[src/core/stm_pkg.sv]
// Purpose: Shared constants for the sync timing measurement block.
// Assumes: 10 MHz system clock, 8-bit register port.
// Notes: Counts derive from times so a clock change is one edit.
package stm_pkg;

	////////////////////////////////////////////////////////////////////
	// Timing.
	localparam int STM_CLK_PERIOD_NS = 100;
	localparam int STM_GLITCH_NS = 125;
	localparam int STM_GLITCH_CYC =
		(STM_GLITCH_NS + STM_CLK_PERIOD_NS - 1) / STM_CLK_PERIOD_NS;
	localparam int STM_TICK_NS = 8000;
	localparam int STM_TICK_CYC = STM_TICK_NS / STM_CLK_PERIOD_NS;
	localparam int STM_WIN_SHORT_US = 16384;
	localparam int STM_WIN_LONG_US = 32768;
	localparam int STM_WIN_SHORT_TICKS =
		STM_WIN_SHORT_US * 1000 / STM_TICK_NS;
	localparam int STM_WIN_LONG_TICKS =
		STM_WIN_LONG_US * 1000 / STM_TICK_NS;
	localparam int STM_VSEP_NS = 20000;
	localparam int STM_VSEP_CYC = STM_VSEP_NS / STM_CLK_PERIOD_NS;

	////////////////////////////////////////////////////////////////////
	// Widths.
	localparam int STM_CNT_W = 14;
	localparam int STM_WIN_W = 12;
	localparam int STM_TICK_W = 7;
	localparam int STM_GCNT_W = 2;
	localparam int STM_SEP_W = 8;
	localparam int STM_ADDR_W = 3;
	localparam int STM_DATA_W = 8;

	////////////////////////////////////////////////////////////////////
	// Register map.
	localparam logic [2:0] STM_VERT_LOW_ADDR = 3'h0;
	localparam logic [2:0] STM_VERT_HIGH_ADDR = 3'h1;
	localparam logic [2:0] STM_HORIZ_LOW_ADDR = 3'h2;
	localparam logic [2:0] STM_HORIZ_HIGH_ADDR = 3'h3;
	localparam logic [2:0] STM_CTRL_ADDR = 3'h4;

	// High result byte: bit 7 overflow flag (write one clears it).
	localparam int STM_OVF_BIT = 7;
	// Control register fields.
	localparam int STM_LEN_BIT = 0;
	localparam int STM_SRC_BIT = 1;
	localparam int STM_SEPARATE_BIT = 2;

	localparam logic STM_LEN_RST = 1'b1;
	localparam logic STM_SRC_RST = 1'b1;
	localparam logic STM_SEPARATE_RST = 1'b1;

endpackage : stm_pkg

[src/core/stm_deglitch.sv]
// Purpose: Synchronise one sync pin and drop pulses shorter than 125 ns.
// Assumes: Pin is asynchronous to sys_clk_i.
// Notes: Adds four to five cycles of latency to every edge.
`timescale 1ns/100ps
module stm_deglitch
	import stm_pkg::*;
(
	// Clock and reset.
	input wire logic sys_clk_i,
	input wire logic arst_n_i,
	// Pin side.
	input wire logic pin_i,
	// Filtered side.
	output logic level_o,
	output logic rise_o,
	output logic fall_o
);
	import stm_pkg::*;

	typedef struct packed {
		logic s1;
		logic s2;
		logic s3;
		logic lvl;
		logic rise;
		logic fall;
		logic [STM_GCNT_W-1:0] cnt;
	} stm_dg_state_t;

	stm_dg_state_t st_r;
	stm_dg_state_t st_nxt;

	always_comb
	begin
		st_nxt = st_r;
		st_nxt.s1 = pin_i;
		st_nxt.s2 = st_r.s1;
		st_nxt.s3 = st_r.s2;
		st_nxt.rise = 1'b0;
		st_nxt.fall = 1'b0;
		if (st_r.s2 == st_r.s3 && st_r.s3 != st_r.lvl)
		begin
			if (st_r.cnt >= STM_GCNT_W'(STM_GLITCH_CYC - 1))
			begin
				st_nxt.lvl = st_r.s3;
				st_nxt.rise = st_r.s3;
				st_nxt.fall = ~st_r.s3;
				st_nxt.cnt = '0;
			end
			else
			begin
				st_nxt.cnt = st_r.cnt + STM_GCNT_W'(1);
			end
		end
		else
		begin
			st_nxt.cnt = '0;
		end
	end

	always_ff @(posedge sys_clk_i or negedge arst_n_i)
	begin
		if (!arst_n_i)
			st_r <= '0;
		else
			st_r <= st_nxt;
	end

	assign level_o = st_r.lvl;
	assign rise_o = st_r.rise;
	assign fall_o = st_r.fall;
endmodule : stm_deglitch

[src/core/stm_separator.sv]
// Purpose: Split a composite sync into horizontal and vertical events.
// Assumes: Filtered sync, active high; short pulses are horizontal.
// Notes: Horizontal events come at the end of a short pulse, so each
// horizontal event lags its pulse by the pulse width.
`timescale 1ns/100ps
module stm_separator
	import stm_pkg::*;
(
	// Clock and reset.
	input wire logic sys_clk_i,
	input wire logic arst_n_i,
	// Filtered composite sync.
	input wire logic level_i,
	input wire logic fall_i,
	// Extracted events.
	output logic horiz_pulse_o,
	output logic vert_pulse_o
);
	import stm_pkg::*;

	typedef struct packed {
		logic [STM_SEP_W-1:0] width;
		logic long_seen;
		logic hp;
		logic vp;
	} stm_sep_state_t;

	stm_sep_state_t st_r;
	stm_sep_state_t st_nxt;

	always_comb
	begin
		st_nxt = st_r;
		st_nxt.hp = 1'b0;
		st_nxt.vp = 1'b0;
		if (level_i)
		begin
			if (st_r.width == STM_SEP_W'(STM_VSEP_CYC - 1) && !st_r.long_seen)
			begin
				st_nxt.vp = 1'b1;
				st_nxt.long_seen = 1'b1;
			end
			else if (st_r.width != STM_SEP_W'(STM_VSEP_CYC - 1))
			begin
				st_nxt.width = st_r.width + STM_SEP_W'(1);
			end
		end
		else
		begin
			st_nxt.width = '0;
			st_nxt.long_seen = 1'b0;
		end
		if (fall_i && !st_r.long_seen)
			st_nxt.hp = 1'b1;
	end

	always_ff @(posedge sys_clk_i or negedge arst_n_i)
	begin
		if (!arst_n_i)
			st_r <= '0;
		else
			st_r <= st_nxt;
	end

	assign horiz_pulse_o = st_r.hp;
	assign vert_pulse_o = st_r.vp;

endmodule : stm_separator

[src/core/stm_sync_measure.sv]
// Purpose: Measure vertical period and horizontal pulse count of sync.
// Assumes: Syncs are active high after the pin filters.
// Notes: Results are read over a simple 8-bit strobe port.
//
// Local design decisions: the address-and-strobe port and the register addresses.
`timescale 1ns/100ps

////////////////////////////////////////////////////////////////////////
module stm_sync_measure
	import stm_pkg::*;
#(
	parameter int WIN_SHORT_TICKS = STM_WIN_SHORT_TICKS,
	parameter int WIN_LONG_TICKS = STM_WIN_LONG_TICKS
)
(
	// Clock and reset.
	input wire logic sys_clk_i,
	input wire logic arst_n_i,
	// Sync pins.
	input wire logic horiz_sync_in_i,
	input wire logic vert_sync_in_i,
	// Register port.
	input wire logic [stm_pkg::STM_ADDR_W-1:0] reg_addr_i,
	input wire logic [stm_pkg::STM_DATA_W-1:0] reg_wdata_i,
	input wire logic reg_wr_i,
	input wire logic reg_rd_i,
	output logic [stm_pkg::STM_DATA_W-1:0] reg_rdata_o
);
	import stm_pkg::*;

	localparam logic [STM_CNT_W-1:0] CNT_MAX = '1;

	typedef struct packed {
		logic [STM_TICK_W-1:0] tick_cnt;
		logic [STM_WIN_W-1:0] win_cnt;
		logic [STM_CNT_W-1:0] vert_cnt;
		logic [STM_CNT_W-1:0] vert_period_count;
		logic vert_overflow_flag;
		logic [STM_CNT_W-1:0] horiz_cnt;
		logic [STM_CNT_W-1:0] horiz_pulse_count;
		logic horiz_overflow_flag;
		logic window_source_select_n;
		logic fixed_window_length_bit;
		logic separate_sync;
		logic [STM_DATA_W-1:0] rdata;
	} stm_state_t;

	stm_state_t st_r;
	stm_state_t st_nxt;

	logic h_level;
	logic h_rise;
	logic h_fall;
	logic v_rise;
	logic sep_h;
	logic sep_v;

	////////////////////////////////////////////////////////////////////
	// Pin filters and composite separator.

	stm_deglitch u_horiz_filter (
		.sys_clk_i (sys_clk_i),
		.arst_n_i (arst_n_i),
		.pin_i (horiz_sync_in_i),
		.level_o (h_level),
		.rise_o (h_rise),
		.fall_o (h_fall)
	);

	stm_deglitch u_vert_filter (
		.sys_clk_i (sys_clk_i),
		.arst_n_i (arst_n_i),
		.pin_i (vert_sync_in_i),
		.level_o (),
		.rise_o (v_rise),
		.fall_o ()
	);

	stm_separator u_separator (
		.sys_clk_i (sys_clk_i),
		.arst_n_i (arst_n_i),
		.level_i (h_level),
		.fall_i (h_fall),
		.horiz_pulse_o (sep_h),
		.vert_pulse_o (sep_v)
	);

	////////////////////////////////////////////////////////////////////
	// Measurement and register logic.

	logic tick;
	logic v_ev;
	logic h_ev;
	logic win_end;
	logic h_latch;
	logic [STM_WIN_W-1:0] win_last;
	logic vert_clr;
	logic horiz_clr;
	logic vert_set;
	logic horiz_set;

	always_comb
	begin
		st_nxt = st_r;
		v_ev = st_r.separate_sync ? v_rise : sep_v;
		h_ev = st_r.separate_sync ? h_rise : sep_h;

		tick = (st_r.tick_cnt == STM_TICK_W'(STM_TICK_CYC - 1));
		st_nxt.tick_cnt = tick ? '0 : st_r.tick_cnt + STM_TICK_W'(1);

		win_last = st_r.fixed_window_length_bit ?
			STM_WIN_W'(WIN_LONG_TICKS - 1) :
			STM_WIN_W'(WIN_SHORT_TICKS - 1);
		win_end = !st_r.window_source_select_n && tick
			&& st_r.win_cnt == win_last;
		if (st_r.window_source_select_n)
			st_nxt.win_cnt = '0;
		else if (tick)
			st_nxt.win_cnt = win_end ? '0 : st_r.win_cnt + STM_WIN_W'(1);

		vert_clr = reg_wr_i && reg_addr_i == STM_VERT_HIGH_ADDR
			&& reg_wdata_i[STM_OVF_BIT];
		horiz_clr = reg_wr_i && reg_addr_i == STM_HORIZ_HIGH_ADDR
			&& reg_wdata_i[STM_OVF_BIT];
		vert_set = 1'b0;
		horiz_set = 1'b0;

		// vertical counter steps once per tick
		// latch and restart on vertical pulse
		// A tick that lands on the latching edge is dropped, so the period
		// then reads one tick short; the latch stays a single cycle.
		if (v_ev)
		begin
			st_nxt.vert_period_count = st_r.vert_cnt;
			st_nxt.vert_cnt = '0;
		end
		else if (tick)
		begin
			if (st_r.vert_cnt == CNT_MAX)
				vert_set = 1'b1;
			else
				st_nxt.vert_cnt = st_r.vert_cnt + STM_CNT_W'(1);
		end

		h_latch = st_r.window_source_select_n ? v_ev : win_end;
		if (h_latch)
		begin
			st_nxt.horiz_pulse_count = st_r.horiz_cnt;
			st_nxt.horiz_cnt = h_ev ? STM_CNT_W'(1) : '0;
		end
		else if (h_ev)
		begin
			if (st_r.horiz_cnt == CNT_MAX)
				horiz_set = 1'b1;
			else
				st_nxt.horiz_cnt = st_r.horiz_cnt + STM_CNT_W'(1);
		end

		// sticky flag, set wins over clear
		st_nxt.vert_overflow_flag = vert_set
			|| (st_r.vert_overflow_flag && !vert_clr);
		st_nxt.horiz_overflow_flag = horiz_set
			|| (st_r.horiz_overflow_flag && !horiz_clr);

		if (reg_wr_i && reg_addr_i == STM_CTRL_ADDR)
		begin
			st_nxt.fixed_window_length_bit = reg_wdata_i[STM_LEN_BIT];
			st_nxt.window_source_select_n = reg_wdata_i[STM_SRC_BIT];
			st_nxt.separate_sync = reg_wdata_i[STM_SEPARATE_BIT];
		end

		st_nxt.rdata = '0;
		if (reg_rd_i)
		begin
			unique case (reg_addr_i)
				STM_VERT_LOW_ADDR:
					st_nxt.rdata = st_r.vert_period_count[7:0];
				STM_VERT_HIGH_ADDR:
					st_nxt.rdata = {st_r.vert_overflow_flag, 1'b0,
						st_r.vert_period_count[STM_CNT_W-1:8]};
				STM_HORIZ_LOW_ADDR:
					st_nxt.rdata = st_r.horiz_pulse_count[7:0];
				STM_HORIZ_HIGH_ADDR:
					st_nxt.rdata = {st_r.horiz_overflow_flag, 1'b0,
						st_r.horiz_pulse_count[STM_CNT_W-1:8]};
				STM_CTRL_ADDR:
					st_nxt.rdata = {5'h00, st_r.separate_sync,
						st_r.window_source_select_n,
						st_r.fixed_window_length_bit};
				default:
					st_nxt.rdata = '0;
			endcase
		end
	end

	always_ff @(posedge sys_clk_i or negedge arst_n_i)
	begin
		if (!arst_n_i)
		begin
			st_r <= '0;
			st_r.window_source_select_n <= STM_SRC_RST;
			st_r.fixed_window_length_bit <= STM_LEN_RST;
			st_r.separate_sync <= STM_SEPARATE_RST;
		end
		else
		begin
			st_r <= st_nxt;
		end
	end

	assign reg_rdata_o = st_r.rdata;
endmodule : stm_sync_measure

[config.mk]
export PLATFORM = sky130hd
export DESIGN_NAME = stm_sync_measure
export DESIGN_NICKNAME = d
export VERILOG_FILES = /design/src/core/stm_pkg.sv /design/src/core/stm_deglitch.sv /design/src/core/stm_separator.sv /design/src/core/stm_sync_measure.sv
export SDC_FILE = /design/constraint.sdc
export NUM_CORES = 1
export LEC_CHECK = 0
export ABC_CLOCK_PERIOD_IN_PS = 2000
export BUFFER_PORTS_ARGS = -buffer_cell sky130_fd_sc_hd__buf_4
export CORE_MARGIN = 10
export CORE_UTILIZATION = 53
export DETAILED_ROUTE_END_ITERATION = 16
export GPL_TIMING_DRIVEN = 0
export PLACE_DENSITY_LB_ADDON = 0.08
export SETUP_SLACK_MARGIN = 0.15
export SYNTH_ARGS = -nofsm -noshare
export SYNTH_HDL_FRONTEND = slang
export SYNTH_SLANG_ARGS = --single-unit
export TNS_END_PERCENT = 30
[constraint.sdc]
create_clock -name sys_clk_i -period 2 [get_ports sys_clk_i]
set_input_delay 0.4 -clock sys_clk_i [delete_from_list [all_inputs] [get_ports sys_clk_i]]
set_output_delay 0.4 -clock sys_clk_i [all_outputs]
set_load 0.1 [all_outputs]
==> impl_metrics.ini <==
[timing]
clock.fmax_mhz = 490
slew_violations = 0
max_slew_margin_pct = 60.7
setup_violations = 10
fin_tns_setup_ns = -0.207
hold_viol_final = 0
finClkSkew_ns = 0.00980
holdWs_ns = 0.0935
layout_min_cycle_time_ns = 2.04
rsz0062_at_grt = yes
post-route-period-util_pct = 102
tightestPinTransition_ns = 0.590
layout_setup_ws_ns = -0.0390

[synthesis]
yosysWarnings = 0
synth_top_family_by_area = simple AND/OR/NAND/NOR gates
synth_xor_area_share_pct = 5.30
synth.avg_cell_area_um2 = 10.5
synth-simple-area-share_pct = 21.9
muxShareOfSynthArea_pct = 6.45
syn_area_mm2 = 0.00529
synth_seq_area_share_pct = 54.0
synth_area_leaders = dfrtp_1 (52%), nand2_1 (5.6%), xor2_1 (3.6%)
synthCells = 504
syn_nets = 530
synth_flop_cell = dfrtp_1
synth_fa_ha_area_share_pct = 2.13
ys_types = 53
synth_edf_count = 0
synth-seq-cells = 114
synth.largest_area_cell = dfrtp_1
synth-compound-area-share_pct = 7.28
synthArstFlopShare_pct = 100
synth_top_cell_area_share_pct = 52.5

[die]
die-height_um = 120
fp-row-count = 36
die_area_mm2 = 0.0144
ioPinCount = 25
initial_core_util_pct = 54.4
core_area_mm2 = 0.00973
die-width_um = 120

[global_routing]
grt_max_degree = 73
antenna_found_initial = 0
grt-ovfl-total = 0
grt_use_met3_pct = 4.92
grt_pass1_vias = 3807
grt_pass1_wl_um = 18700
grt_usage_pct = 16.1
grtUsageMet1_pct = 21.1
gr-max-usage-layer = met2
grtUsageMet2_pct = 23.6

[clocking]
clockBufferDepth = 2
clock_latency_ns = 0.53
cts_tree = done
cts_buffers = 17
cts_num_sinks = 114
clk_pin_slew_ns = 0.05
cts_root_buf = clkbuf_8
htreeDepth = 4

[layout]
stdcell_count = 714
nets = 594
stdcell_area_mm2 = 0.00667
drive_gt1_share_pct = 23.1
layout-area-overhead-vs-synth_pct = 26.0
finish.utilization_pct = 68.6
antenna_cells = 0

[drt]
ant_nets = 0
viasPerCell = 5.46
drcViolationCount = 0
drt_iter0_drc = 415
first_pass_iters = 4
wl_per_cell_um = 15.9
routed-via-count = 3896
finalWirelength_um = 11300

[power]
powerDensity_mw_per_mm2 = 906
swShare_pct = 23.6
p_seq_share_pct = 42.8
power_switching_mw = 1.43
p_int_mw = 4.61
comb_power_share_pct = 7.8
clkPwrFrac_pct = 49.4
ir_worst_vdd_v = 0.000656
fin_total_pwr_mw = 6.04
power_leakage_nw = 3.13

[setup_path]
arrival_ns = 2.45
critical_path_buf_inv_count = 1
worst_setup_path_start_kind = flop
path_max_fanout = 5
crit_required_ns = 2.41
cp_top_family = simple AND/OR/NAND/NOR gates
slowest_delay_ns = 0.41
path_class = flop to flop
r2r_setup_slack_ns = -0.04
slowest_stage = dfrtp_2
reg2reg_to = st_r[24]$_DFFE_PN0P_
end_kind = flop
reg2regPathDepth = 6
crit_chain = ha_4 -> nand4_1 -> nor4_4 -> a31o_4 -> clkbuf_16 -> mux2_4
reg2reg_from = st_r[69]$_DFFE_PN0P_

[min_path]
hold_start = reg_wdata_i[1]
hold_depth = 3
holdCritPathClass = input pin to flop
whs_endpoint = st_r[10]$_DFFE_PN1P_

[placed_design]
port-buffer-count = 18
hpwl_um = 7370
dpl.cell_count = 656
placed_area_mm2 = 0.00570
place_congestion = 0.793
place_ws_ns = -0.189

[status]
failed_checks = setup timing
status = finished with violations

[flow_run]
cap_violations = 0
-- registers in the layout, indices dropped and copies added (netlist names), 2 cells and up --
register and flops:
u_horiz_filter.st_nxt 2, reg_rdata_o 8, u_vert_filter.st_r 3, u_vert_filter.st_nxt 2, u_separator.st_r 9, u_horiz_filter.st_r 3, st_r 80
-- synthesized netlist by cell type (all sizes together), types with 3 or more instances --
cell type	number
clkbuf	8
a21oi	9
nand2	79
xor2	22
nor2b	9
a21o	4
xnor2	10
and2	11
or3	3
o21ai	23
nor2	43
nor3	6
mux4	4
and4	7
and3	14
inv	10
buf	14
nor4b	4
dfrtp	111
dfstp	3
mux2i	6
mux2	17
a31oi	6
ha	9
a221oi	4
nand4b	3
nor3b	4
nand4	10
nand2b	4
nand3	23
-- cells by family (layout without fill, tap and decap cells) --
kind of cell,after synthesis,in the layout
and+or+nand+nor,229,229
DFF,114,114
AOI/OAI and AO/OA,61,61
xor gates and xnor gates,32,32
buffers and inverters,32,109
muxes,27,27
adders and majority gates,9,9
-- layer usage --
layer / share of wire (%) / vias to the layer above
li1: - / 1885
met1: 47 / 1911
met2: 46 / 84
met3: 4.7 / 16
met4: 1.9 / 0
met5: 0 / -
-- timing repair --
action,4_1_cts,5_1_grt
gates resized for setup,12,31
pin swaps,5,9
hold buffers,3,0
endpoints found under the setup margin,49,60
buffers inserted,8,15
endpoints found under the hold margin,41,0
gates cloned,0,1
-- area by class of cell --
class | count | area [um2]
Fill cell | 753 | 3060
Sequential cell | 114 | 2860
Multi-Input combinational cell | 358 | 2470
Clock buffer | 22 | 453
Timing Repair Buffer | 46 | 394
Tap cell | 133 | 166
Buffer | 21 | 154
Clock inverter | 10 | 133
Inverter | 10 | 37.5
-- power by group through the flow --
| stage | Combinational [mW] | Clock [mW] | Sequential (mW) |
|---|---|---|---|
| after detailed placement | 0.471 | 0 | 2.60 |
| after global placement | 0.447 | 0 | 2.60 |
| after CTS | 0.485 | 3.04 | 2.56 |
| final | 0.470 | 2.99 | 2.58 |
| after global routing | 0.534 | 3.15 | 2.60 |
| after floorplan | 0.330 | 0 | 2.57 |
-- cells in the final DEF (no fill, tap or decap), types with 5 or more instances in the layout --
cell       Yosys  layout
nor3_1         6       6
nand3_1       23      22
a21oi_1        9       8
mux2_4         0      14
nand2_1       79      79
buf_4          9      48
and3_1        14      14
nor2b_1        9       9
o21ai_0       23      22
dfrtp_1      111     108
nor2_1        43      42
clkbuf_1       8       8
nand4_1       10      10
mux2i_1        6       5
and2_1        11      11
xor2_1        22      22
inv_1         10      10
xnor2_1       10      10
and4_1         7       6
clkbuf_16      0      17
ha_1           9       7
a31oi_1        6       5
-- worst register-to-register path: stages (launching register included) --
cell	delay (ns)
dfrtp_2	0.41
ha_4	0.15
nand4_1	0.20
nor4_4	0.40
a31o_4	0.28
clkbuf_16	0.18
mux2_4	0.30
-- worst max path at each step --
stage,startpoint,end,slack [ns],cells past startpoint
after CTS,st_r[85]$_DFF_PN0_,st_r[17]$_DFFE_PN0P_,-0.06,5
after detailed placement,st_r[86]$_DFF_PN0_,st_r[66]$_DFFE_PN0P_,-0.19,5
final,st_r[69]$_DFFE_PN0P_,st_r[24]$_DFFE_PN0P_,-0.04,6
after floorplan,st_r[86]$_DFF_PN0_,st_r[60]$_DFFE_PN0P_,0.03,5
after global placement,st_r[69]$_DFFE_PN0P_,st_r[23]$_DFFE_PN0P_,-0.17,6
after global routing,st_r[69]$_DFFE_PN0P_,st_r[24]$_DFFE_PN0P_,-0.13,6
Power figures use the tool's default switching activity.
